--- src/cpcc_pkg.sv ---
// package of offsets, fields and reset values for the cache power and clock block
package cpcc_pkg;
  // ----------------------------------------
  // register word offsets (byte addresses)
  // ----------------------------------------
  localparam logic [7:0] CPCC_AUX_CTRL_OFS = 8'h00;
  localparam logic [7:0] CPCC_PREFETCH_OFS = 8'h04;
  localparam logic [7:0] CPCC_POWER_MODE_OFS = 8'h08;
  localparam logic [7:0] CPCC_CACHE_CTRL_OFS = 8'h0c;
  localparam logic [7:0] CPCC_IDENT_OFS = 8'h10;
  localparam logic [7:0] CPCC_FILTER_OFS = 8'h14;
  localparam logic [7:0] CPCC_LATENCY_OFS = 8'h18;
  localparam logic [7:0] CPCC_STATUS_OFS = 8'h1c;
  localparam logic [7:0] CPCC_ACTIVITY_OFS = 8'h20;
  // ----------------------------------------
  // field positions
  // ----------------------------------------
  localparam int CPCC_INSTR_PF_BIT = 29;
  localparam int CPCC_DATA_PF_BIT = 28;
  localparam int CPCC_AUX_ASSOC_BIT = 16;
  localparam int CPCC_AUX_WAY_LSB = 17;
  localparam int CPCC_GATING_BIT = 1;
  localparam int CPCC_STANDBY_BIT = 0;
  localparam int CPCC_FILT_END_LSB = 16;
  localparam int CPCC_FILT_START_LSB = 4;
  // ----------------------------------------
  // reset values
  // ----------------------------------------
  localparam logic [31:0] CPCC_AUX_RESET = 32'h0000_0000;
  localparam logic [31:0] CPCC_PREFETCH_RESET = 32'h0000_0000;
  localparam logic [1:0] CPCC_POWER_RESET = 2'h0;
  localparam logic [17:0] CPCC_LATENCY_RESET = 18'h00000;
  // quiet count reached before idle; the block reports idle after the third quiet cycle
  localparam logic [1:0] CPCC_IDLE_SETTLE = 2'h2;
  // cache id type
  typedef logic [5:0] cpcc_ident_t;
endpackage

--- src/cpcc_top.sv ---
// power mode, clock gating and strap configuration of a level 2 cache controller
// ----------------------------------------
// Summary of operation
// - prefetch enables seen in two registers
// - auxiliary writes ignored while cache enabled
// - prefetch register writable while cache enabled
// - power mode: gating bit1, standby bit0
// - active-low reset initialises everything
// - halt request answered by halted flag
// - idle output high with no activity
// - per-port input sample enables
// - per-port output update enables
// - four data array clocks and enables
// - tag array clock and enable
// - byte order strap caught in the first cycle after reset release
// - filter enable strap gives reset value
// - filter bounds loaded from straps
// - registers decoded against window base
// - data array latencies output
// - tag array latencies output
// - associativity and way size in auxiliary
// - cache id visible in register
// ----------------------------------------
//
// The placing of the registers and the plain strobed port were chosen for this implementation.
module cpcc_top
  import cpcc_pkg::*;
(
  // clock and reset
  input wire logic core_clk,
  input wire logic reset_n,
  // register port
  input wire logic [19:0] reg_window_sel,
  input wire logic [7:0] reg_addr,
  input wire logic [31:0] reg_wdata,
  input wire logic reg_write,
  input wire logic reg_read,
  output logic [31:0] reg_rdata,
  // power handshake
  input wire logic clock_halt_request,
  output logic clock_halted_flag,
  output logic idle,
  // activity from the cache datapath
  input wire logic [3:0] port_request,
  // per port clock enables
  input wire logic slave0_input_sample_enable,
  input wire logic slave1_input_sample_enable,
  input wire logic master0_input_sample_enable,
  input wire logic master1_input_sample_enable,
  input wire logic slave0_output_update_enable,
  input wire logic slave1_output_update_enable,
  input wire logic master0_output_update_enable,
  input wire logic master1_output_update_enable,
  output logic [3:0] port_sample_strobe,
  output logic [3:0] port_update_strobe,
  // ram clocking
  input wire logic data_array_clk_enable_in,
  input wire logic tag_array_clk_enable_in,
  output logic [3:0] data_array_clk_out,
  output logic [3:0] data_array_clk_enable_out,
  output logic tag_array_clk_out,
  output logic tag_array_clk_enable_out,
  // configuration straps
  input wire logic [19:0] register_window_base,
  input wire logic register_byte_order_strap,
  input wire logic filter_enable_strap,
  input wire logic [11:0] filter_low_bound_strap,
  input wire logic [11:0] filter_high_bound_strap,
  input wire logic associativity_strap,
  input wire logic [2:0] way_capacity_strap,
  input wire cpcc_ident_t controller_ident_input,
  input wire logic scan_shift_enable,
  // configuration outputs
  output logic big_endian_regs,
  output logic filter_enable,
  output logic [2:0] data_array_read_latency,
  output logic [2:0] data_array_setup_latency,
  output logic [2:0] data_array_write_latency,
  output logic [2:0] tag_array_read_latency,
  output logic [2:0] tag_array_setup_latency,
  output logic [2:0] tag_array_write_latency
);
  // ----------------------------------------
  // state
  // ----------------------------------------
  typedef enum {CPCC_RUN, CPCC_DRAIN, CPCC_HALTED} cpcc_state_t;
  cpcc_state_t state_reg, state_next;
  logic [31:0] aux_reg, aux_next;
  logic instr_pf_reg, data_pf_reg;
  logic [1:0] power_reg;
  logic cache_en_reg;
  logic [17:0] latency_reg;
  logic [11:0] filt_start_reg, filt_end_reg;
  logic filt_en_reg, big_end_reg, strap_done_reg;
  logic [31:0] rdata_reg;
  logic [1:0] quiet_reg;
  logic idle_reg, halted_reg, gate_reg;
  logic [3:0] req_s1_reg, req_s2_reg, req_s3_reg, req_stable_reg;
  logic [3:0] sample_reg, update_reg;
  logic [3:0] data_clk_reg, data_en_reg;
  logic tag_clk_reg, tag_en_reg;
  logic halt_s1_reg, halt_s2_reg, halt_s3_reg, halt_reg;

  // ----------------------------------------
  // decode
  // ----------------------------------------
  function automatic logic hit(input logic [7:0] a, input logic [7:0] ofs);
    hit = (a == ofs);
  endfunction

  // window match against the base strap, scan shift blocks writes
  wire in_window = (reg_window_sel == register_window_base);
  wire wr_ok = reg_write && in_window && !scan_shift_enable;
  wire wr_aux = wr_ok && hit(reg_addr, CPCC_AUX_CTRL_OFS) && !cache_en_reg;
  wire wr_pf = wr_ok && hit(reg_addr, CPCC_PREFETCH_OFS);
  wire wr_pwr = wr_ok && hit(reg_addr, CPCC_POWER_MODE_OFS);
  wire wr_cen = wr_ok && hit(reg_addr, CPCC_CACHE_CTRL_OFS);
  wire wr_lat = wr_ok && hit(reg_addr, CPCC_LATENCY_OFS);
  wire wr_filt = wr_ok && hit(reg_addr, CPCC_FILTER_OFS);
  // auxiliary view: strap fields forced, prefetch bits shared
  wire [31:0] aux_view = {aux_reg[31:30], instr_pf_reg, data_pf_reg, aux_reg[27:20],
                          way_capacity_strap, associativity_strap, aux_reg[15:0]};
  wire [31:0] pf_view = {2'h0, instr_pf_reg, data_pf_reg, 28'h0000000};
  wire [31:0] filt_view = {3'h0, filt_en_reg, filt_end_reg, filt_start_reg, 4'h0};
  wire [31:0] stat_view = {28'h0000000, gate_reg, big_end_reg, halted_reg, idle_reg};
  // read mux; unmapped or outside window reads zero
  wire [31:0] rd_mux =
    !in_window ? 32'h0000_0000 :
    hit(reg_addr, CPCC_AUX_CTRL_OFS) ? aux_view :
    hit(reg_addr, CPCC_PREFETCH_OFS) ? pf_view :
    hit(reg_addr, CPCC_POWER_MODE_OFS) ? {30'h0, power_reg} :
    hit(reg_addr, CPCC_CACHE_CTRL_OFS) ? {31'h0, cache_en_reg} :
    hit(reg_addr, CPCC_IDENT_OFS) ? {26'h0, controller_ident_input} :
    hit(reg_addr, CPCC_FILTER_OFS) ? filt_view :
    hit(reg_addr, CPCC_LATENCY_OFS) ? {14'h0, latency_reg} :
    hit(reg_addr, CPCC_STATUS_OFS) ? stat_view :
    hit(reg_addr, CPCC_ACTIVITY_OFS) ? {28'h0, req_stable_reg} : 32'h0000_0000;
  // byte order strap swaps register data lanes
  wire [31:0] rd_swapped = big_end_reg ? {rd_mux[7:0], rd_mux[15:8], rd_mux[23:16], rd_mux[31:24]} : rd_mux;
  wire [31:0] wd = big_end_reg ? {reg_wdata[7:0], reg_wdata[15:8], reg_wdata[23:16], reg_wdata[31:24]} : reg_wdata;
  assign aux_next = wr_aux ? wd : aux_reg;

  // ----------------------------------------
  // register file
  // ----------------------------------------
  // all control state cleared by the global reset
  always_ff @(posedge core_clk or negedge reset_n)
  begin
    if (!reset_n)
    begin
      aux_reg <= CPCC_AUX_RESET;
      instr_pf_reg <= 1'b0;
      data_pf_reg <= 1'b0;
      power_reg <= CPCC_POWER_RESET;
      cache_en_reg <= 1'b0;
      latency_reg <= CPCC_LATENCY_RESET;
      rdata_reg <= 32'h0000_0000;
    end
    else
    begin
      aux_reg <= aux_next;
      if (wr_pf || wr_aux)
      begin
        instr_pf_reg <= wd[CPCC_INSTR_PF_BIT];
        data_pf_reg <= wd[CPCC_DATA_PF_BIT];
      end
      if (wr_pwr)
        power_reg <= wd[1:0];
      if (wr_cen)
        cache_en_reg <= wd[0];
      if (wr_lat)
        latency_reg <= wd[17:0];
      rdata_reg <= reg_read ? rd_swapped : 32'h0000_0000;
    end
  end

  // straps caught in the first cycle after reset release, not under reset
  always_ff @(posedge core_clk or negedge reset_n)
  begin
    if (!reset_n)
    begin
      strap_done_reg <= 1'b0;
      big_end_reg <= 1'b0;
      filt_en_reg <= 1'b0;
      filt_start_reg <= 12'h000;
      filt_end_reg <= 12'h000;
    end
    else if (!strap_done_reg)
    begin
      strap_done_reg <= 1'b1;
      big_end_reg <= register_byte_order_strap;
      filt_en_reg <= filter_enable_strap;
      filt_start_reg <= filter_low_bound_strap;
      filt_end_reg <= filter_high_bound_strap;
    end
    else if (wr_filt)
    begin
      filt_en_reg <= wd[28];
      filt_end_reg <= wd[27:16];
      filt_start_reg <= wd[15:4];
    end
  end

  // ----------------------------------------
  // input synchronisers
  // ----------------------------------------
  // three stages; a change counts once stages two and three agree
  always_ff @(posedge core_clk or negedge reset_n)
  begin
    if (!reset_n)
    begin
      req_s1_reg <= 4'h0;
      req_s2_reg <= 4'h0;
      req_s3_reg <= 4'h0;
      req_stable_reg <= 4'h0;
      halt_s1_reg <= 1'b0;
      halt_s2_reg <= 1'b0;
      halt_s3_reg <= 1'b0;
      halt_reg <= 1'b0;
    end
    else
    begin
      req_s1_reg <= port_request;
      req_s2_reg <= req_s1_reg;
      req_s3_reg <= req_s2_reg;
      req_stable_reg <= (req_s2_reg & req_s3_reg) | (req_stable_reg & (req_s2_reg | req_s3_reg));
      halt_s1_reg <= clock_halt_request;
      halt_s2_reg <= halt_s1_reg;
      halt_s3_reg <= halt_s2_reg;
      if (halt_s2_reg == halt_s3_reg)
        halt_reg <= halt_s3_reg;
    end
  end

  // ----------------------------------------
  // idle and halt handshake
  // ----------------------------------------
  // pending requests in synchroniser stages two and three or the stable value count as activity
  wire busy = |(req_s2_reg | req_s3_reg | req_stable_reg);
  wire [1:0] quiet_next = busy ? 2'h0 : (quiet_reg == CPCC_IDLE_SETTLE) ? quiet_reg : quiet_reg + 2'h1;
  wire idle_next = !busy && (quiet_reg == CPCC_IDLE_SETTLE);

  // halt only granted once idle; any withdrawal drops it at once
  always_comb
  begin
    state_next = state_reg;
    case (state_reg)
      CPCC_RUN: if (halt_reg) state_next = CPCC_DRAIN;
      CPCC_DRAIN: if (!halt_reg) state_next = CPCC_RUN; else if (idle_reg && idle_next) state_next = CPCC_HALTED;
      CPCC_HALTED: if (!halt_reg) state_next = CPCC_RUN; else if (busy) state_next = CPCC_DRAIN;
      default: state_next = CPCC_RUN;
    endcase
  end

  // gating follows idle when enabled; standby also gates during halt
  wire gate_next = (power_reg[CPCC_GATING_BIT] && idle_next) ||
                   (power_reg[CPCC_STANDBY_BIT] && state_next == CPCC_HALTED);

  always_ff @(posedge core_clk or negedge reset_n)
  begin
    if (!reset_n)
    begin
      state_reg <= CPCC_RUN;
      quiet_reg <= 2'h0;
      idle_reg <= 1'b0;
      halted_reg <= 1'b0;
      gate_reg <= 1'b0;
    end
    else
    begin
      state_reg <= state_next;
      quiet_reg <= quiet_next;
      idle_reg <= idle_next;
      halted_reg <= (state_next == CPCC_HALTED);
      gate_reg <= gate_next && !busy;
    end
  end

  // ----------------------------------------
  // port enables and ram clocking
  // ----------------------------------------
  // port strobes qualified by per-port enables, suppressed while halted
  wire [3:0] in_en = {master1_input_sample_enable, master0_input_sample_enable,
                      slave1_input_sample_enable, slave0_input_sample_enable};
  wire [3:0] out_en = {master1_output_update_enable, master0_output_update_enable,
                       slave1_output_update_enable, slave0_output_update_enable};
  wire run = (state_next != CPCC_HALTED);
  // sampling continues when gated so an arriving request is not lost
  wire [3:0] sample_next = in_en & {4{run}};
  wire [3:0] update_next = out_en & {4{run && !gate_next}};
  wire ram_on = run && !gate_next;
  // ram clock is a registered divided enable, one bank per bit
  wire [3:0] data_clk_next = {4{data_array_clk_enable_in && ram_on && !data_clk_reg[0]}};
  wire tag_clk_next = tag_array_clk_enable_in && ram_on && !tag_clk_reg;

  always_ff @(posedge core_clk or negedge reset_n)
  begin
    if (!reset_n)
    begin
      sample_reg <= 4'h0;
      update_reg <= 4'h0;
      data_clk_reg <= 4'h0;
      data_en_reg <= 4'h0;
      tag_clk_reg <= 1'b0;
      tag_en_reg <= 1'b0;
    end
    else
    begin
      sample_reg <= sample_next;
      update_reg <= update_next;
      data_clk_reg <= data_clk_next;
      data_en_reg <= {4{data_array_clk_enable_in && ram_on}};
      tag_clk_reg <= tag_clk_next;
      tag_en_reg <= tag_array_clk_enable_in && ram_on;
    end
  end

  // ----------------------------------------
  // outputs
  // ----------------------------------------
  assign reg_rdata = rdata_reg;
  assign clock_halted_flag = halted_reg;
  assign idle = idle_reg;
  assign port_sample_strobe = sample_reg;
  assign port_update_strobe = update_reg;
  assign data_array_clk_out = data_clk_reg;
  assign data_array_clk_enable_out = data_en_reg;
  assign tag_array_clk_out = tag_clk_reg;
  assign tag_array_clk_enable_out = tag_en_reg;
  assign big_endian_regs = big_end_reg;
  assign filter_enable = filt_en_reg;
  // latency fields: data read, setup, write then tag
  assign data_array_read_latency = latency_reg[2:0];
  assign data_array_setup_latency = latency_reg[5:3];
  assign data_array_write_latency = latency_reg[8:6];
  assign tag_array_read_latency = latency_reg[11:9];
  assign tag_array_setup_latency = latency_reg[14:12];
  assign tag_array_write_latency = latency_reg[17:15];

  // ----------------------------------------
  // assertions
  // ----------------------------------------
  aux_locked_a: assert property (@(posedge core_clk) disable iff (!reset_n)
    (cache_en_reg && reg_write) |=> $stable(aux_reg)) else $error("aux changed while enabled");
  pf_write_a: assert property (@(posedge core_clk) disable iff (!reset_n)
    wr_pf |=> (instr_pf_reg == $past(wd[29]))) else $error("prefetch write lost");
  pf_views_a: assert property (@(posedge core_clk) disable iff (!reset_n)
    wr_aux |=> ({instr_pf_reg, data_pf_reg} == $past(wd[29:28]))) else $error("prefetch views differ");
  power_res_a: assert property (@(posedge core_clk) disable iff (!reset_n)
    (reg_read && in_window && hit(reg_addr, CPCC_POWER_MODE_OFS) && !big_end_reg) |=> (reg_rdata[31:2] == 30'h0))
    else $error("power reserved bits set");
  halt_idle_a: assert property (@(posedge core_clk) disable iff (!reset_n)
    $rose(clock_halted_flag) |-> ($past(idle_reg) && $past(halt_reg))) else $error("halted while busy");
  halt_drop_a: assert property (@(posedge core_clk) disable iff (!reset_n)
    (clock_halted_flag && !halt_reg) |=> !clock_halted_flag) else $error("halt not withdrawn");
  idle_busy_a: assert property (@(posedge core_clk) disable iff (!reset_n)
    (|req_stable_reg) |=> !idle) else $error("idle while active");
  sample_halt_a: assert property (@(posedge core_clk) disable iff (!reset_n)
    clock_halted_flag |-> (port_sample_strobe == 4'h0)) else $error("sampling while halted");
  gate_idle_a: assert property (@(posedge core_clk) disable iff (!reset_n)
    (gate_reg && !clock_halted_flag) |-> ##0 (data_array_clk_enable_out == 4'h0)) else $error("ram on while gated");
  strap_load_a: assert property (@(posedge core_clk) disable iff (!reset_n)
    (!strap_done_reg) |=> (big_end_reg == $past(register_byte_order_strap))) else $error("strap missed");
  halt_cov_c: cover property (@(posedge core_clk) disable iff (!reset_n) $rose(clock_halted_flag));
  gate_cov_c: cover property (@(posedge core_clk) disable iff (!reset_n) $rose(gate_reg));
  aux_cov_c: cover property (@(posedge core_clk) disable iff (!reset_n) wr_aux);
endmodule

--- config.mk ---
export PLATFORM = sky130hd
export DESIGN_NAME = cpcc_top
export DESIGN_NICKNAME = d
export VERILOG_FILES = /design/src/cpcc_pkg.sv /design/src/cpcc_top.sv
export SDC_FILE = /design/constraint.sdc
export NUM_CORES = 1
export LEC_CHECK = 0
export BUFFER_PORTS_ARGS = -buffer_cell sky130_fd_sc_hd__buf_2
export CORE_MARGIN = 2
export CORE_UTILIZATION = 40
export CTS_CLUSTER_DIAMETER = 120
export CTS_CLUSTER_SIZE = 25
export DETAILED_ROUTE_END_ITERATION = 8
export PLACE_DENSITY = 0.68
export SETUP_SLACK_MARGIN = 0.02
export SLEW_MARGIN = 20
export SYNTH_ARGS = -nofsm -noshare
export SYNTH_HDL_FRONTEND = slang
export SYNTH_SLANG_ARGS = --single-unit
--- constraint.sdc ---
create_clock -name core_clk -period 2.1 [get_ports core_clk]
set_input_delay 0.105 -clock core_clk [delete_from_list [all_inputs] [get_ports core_clk]]
set_output_delay 0.105 -clock core_clk [all_outputs]
set_load 0.005 [all_outputs]
==> flow_summary_export.csv <==
group,metric,value,unit
floorplanning,floorplan.initialDensity,40.8,%
place,numPlacedInstances,1158,
critical_path,critPathBufInv,1,
clock_tree,clock_path_buffers,2,
critical_path,crit_path_largest_cell_delay,0.39,ns
final_layout,fraction_of_final_layout_cells_sized_beyond_drive_strength_1,37.5,%
place,pre_cts_ws,-0.119,ns
synthesis,postSynthRegisterBits,177,
critical_path,critical_path_required,2.41,ns
power_and_ir_drop,power_leakage,5.19,nW
drt,drc,0,
place,dpl-instance-area,9650,sq um
sta,post-route-worst-setup-slack,0.354,ns
job,drv.max_cap_violation_count,0,
grt,groute.usage.overall,20.9,%
critical_path,worstSetupPathType,"reg2reg",
clock_tree,cts-root-buf,"sky130_fd_sc_hd__clkbuf_16",
power_and_ir_drop,power.total,7.62,mW
critical_path,critical_path_peak_fanout,8,
sta,final_period_minus_worst_setup_slack,1.75,ns
floorplanning,design.die.area,21000,sq um
sta,report.final.setup_viol,0,
drt,detail_route.iter0.violations,352,
clock_tree,cts-buffers-inserted,17,
critical_path,worst_path_dominant_cell_family,"simple AND/OR/NAND/NOR gates",
clock_tree,clock_sink_count,177,
synthesis,postSynthAreaPerCell,12.0,sq um
sta,minimum_hold_slack,0.0139,ns
synthesis,dominantRegCellSynth,"sky130_fd_sc_hd__dfrtp_1",
drt,final_antenna_net_count,0,
final_layout,layout_common_cells,"sky130_fd_sc_hd__buf_2 (206), sky130_fd_sc_hd__dfrtp_1 (176), sky130_fd_sc_hd__mux2_2 (69), sky130_fd_sc_hd__dlygate4sd3_1 (41), sky130_fd_sc_hd__inv_1 (38)",
synthesis,synth_cell_types,54,
synthesis,post_synth_instance_area,7960,sq um
critical_path,crit_path_end_kind,"flop",
synthesis,synth_sequential_area_ratio,55.6,%
grt,first_pass_grt_wire_length,34600,um
synthesis,synth-edff-count,0,
clock_tree,post-cts-setup-buffers,0,
sta,max_slew.worst_pin.slew,0.664,ns
place,place.gp.congestion,0.898,
final_layout,multi_input_gate_area,3280,sq um
power_and_ir_drop,power-per-cell-area,713,nW/um^2
sta,hold_viol,0,
hold_path,min-delay-path-class,"in2reg",
drt,drt-vias-per-instance,5.21,
sta,finClkSkew,0.0118,ns
sta,setup_total_negative_slack,0,ns
final_layout,layoutNonFillerInstCount,1234,
sta,slew_headroom,55.7,%
critical_path,cell_occurring_most_often_along_the_worst_timing_path,"sky130_fd_sc_hd__nor2_1",
grt,vias_in_the_first_global_route,6583,
critical_path,cells_along_the_critical_path,"nor4_1 -> nand4_1 -> buf_4 -> nor2_1 -> a21o_2 -> nor2_1",
drt,drt_pre_antenna_iters,5,
floorplanning,die_y,145,um
power_and_ir_drop,ir_drop,0.621,mV
final_layout,most_frequent_standard_cell_in_the_layout_excluding_fill_and_tap_cells,"sky130_fd_sc_hd__buf_2",
floorplanning,dieWidth,145,um
sta,fin_crit_sh,83.2,%
grt,grt_max_degree,55,
clock_tree,clkLatencyLatePin,0.44,ns
grt,antenna_found_initial,6,
sta,grt_setup_unrepaired,"false",
drt,wirelength,21500,um
critical_path,critPathArrivalTime,2.06,ns
critical_path,start_kind,"flop",
synthesis,netlist_instances,666,
synthesis,synth.yosys.warnings,0,
place,hpwl_dp,15000,um
floorplanning,boundaryPins,208,
drt,wl_per_cell,17.4,um
sta,max_freq,573,MHz
final_layout,layout.nets,1090,
final_layout,syn2layout_area_growth,34.1,%
place,count_of_input_and_output_buffers,207,
grt,grt_overflow,0,
final_layout,finalInstanceArea,10700,sq um
floorplanning,rows,51,
clock_tree,clkSlewWorstSetupHoldPaths,0.07,ns
floorplanning,core_region_area,19500,sq um
drt,via_count,6431,
final_layout,nFillCells,1663,
clock_tree,ctsHtreeMaxLevel,4,
synthesis,async_set_reset_flop_share_out_of_synthesis,100,%
critical_path,cell_with_the_largest_stage_delay_on_the_worst_path,"sky130_fd_sc_hd__dfrtp_1",
clock_tree,clock_tree_from_tritoncts,"built",
final_layout,post-route-util,54.7,%
final_layout,sequential_cell_area,4430,sq um
outcome,run_status,"completed",
sta,final_report_max_slew_violation_count,0,
-- worst register-to-register path: cells and delay by family (launching register included) --
kind	cells	cell delay (ns)
simple gates	4	0.77
flops	1	0.39
compound gates	1	0.27
buf+inv	1	0.19
-- per-layer routing --
layer  track usage, %  up-vias  part of all wire, %
met5                0        -                 0.16
met4             8.43        6                  2.2
met3             5.38       41                  7.2
met2             33.8      227                   49
met1             26.9     3134                   42
li1                 -     3023                    -
-- what timing repair did --
| item | 4_1_cts | 5_1_grt |
|---|---|---|
| resized for setup | 0 | 1 |
| hold buffers | 41 | 0 |
| hold endpoints to repair | 91 | 0 |
| setup endpoints to repair | 0 | 8 |
-- Yosys cell counts (4+ instances only) --
library cell               instances  area, sq um
sky130_fd_sc_hd__nor2_1           37          139
sky130_fd_sc_hd__a211oi_1         18          135
sky130_fd_sc_hd__mux2i_1          26          260
sky130_fd_sc_hd__buf_2             8         40.0
sky130_fd_sc_hd__a222oi_1         12          120
sky130_fd_sc_hd__nand4_1          12         75.1
sky130_fd_sc_hd__a22o_1            4         35.0
sky130_fd_sc_hd__a21oi_1           7         35.0
sky130_fd_sc_hd__nor4_1           12         75.1
sky130_fd_sc_hd__and4_1            4         35.0
sky130_fd_sc_hd__o21ai_0           5         25.0
sky130_fd_sc_hd__clkbuf_1         33          124
sky130_fd_sc_hd__xnor2_1           6         52.6
sky130_fd_sc_hd__inv_1            38          143
sky130_fd_sc_hd__a221oi_1          4         35.0
sky130_fd_sc_hd__nor3_1            9         45.0
sky130_fd_sc_hd__o211ai_1          6         45.0
sky130_fd_sc_hd__xor2_1           11         96.3
sky130_fd_sc_hd__o311ai_1          8         70.1
sky130_fd_sc_hd__o221ai_1         14          123
sky130_fd_sc_hd__dfrtp_1         177         4430
sky130_fd_sc_hd__nand2_1          31          116
sky130_fd_sc_hd__o311ai_0         28          245
sky130_fd_sc_hd__a22oi_1          11         82.6
sky130_fd_sc_hd__nor2b_1           9         56.3
sky130_fd_sc_hd__mux2_2           69          777
sky130_fd_sc_hd__and2_1           11         68.8
sky130_fd_sc_hd__nand2b_1          9         56.3
sky130_fd_sc_hd__buf_4             7         52.6
-- power by group --
part           total (mW)  internal (mW)  leakage, nW  switching (mW)
sequential           3.59           3.52         2.23          0.0665
combinational       0.778          0.378         2.65           0.400
clock                3.25           1.87        0.297            1.38
total                7.62           5.77         5.19            1.84
-- cells by family (layout without fill, tap and decap cells) --
| kind of cell | Yosys count | after routing | synth area share, % |
|---|---|---|---|
| DFF | 177 | 177 | 55.6 |
| and+or+nand+nor | 150 | 150 | 10.4 |
| buffers and inverters | 90 | 361 | 4.79 |
| adders and majority gates | 4 | 4 | 0.534 |
| other | 2 | 34 | 0.0943 |
| xor gates and xnor gates | 17 | 17 | 1.87 |
| muxes | 97 | 97 | 13.3 |
| AOI/OAI and AO/OA | 129 | 129 | 13.4 |
-- area by class of cell --
class	count	area share, %
diodes	3	0.0703
clock buffers	20	4.37
clock inverters	12	1.37
inverters	38	1.34
multi-input cells	428	30.7
flip-flops and latches	177	41.5
well taps	265	3.10
repair buffers	291	17.6
-- worst paths after layout --
check / start / to / slack (ns) / cells after the start
setup / recovery: req_s2_reg[0]$_DFF_PN0_ / port_update_strobe[3]$_DFF_PN0_ / 0.35 / 6
hold / removal: filter_low_bound_strap[8] / filt_start_reg[8]$_DFFE_PN0P_ / 0.01 / 3
setup reg to reg: req_s2_reg[0]$_DFF_PN0_ / port_update_strobe[3]$_DFF_PN0_ / 0.35 / 6
hold reg to reg: req_s1_reg[0]$_DFF_PN0_ / req_s2_reg[0]$_DFF_PN0_ / 0.35 / 0
max in group asynchronous: reset_n / reg_rdata[30]$_DFF_PN0_ / 1.11 / 3
min in group asynchronous: reset_n / aux_reg[26]$_DFFE_PN0P_ / 0.23 / 2
(Power assumes the default switching activity.)
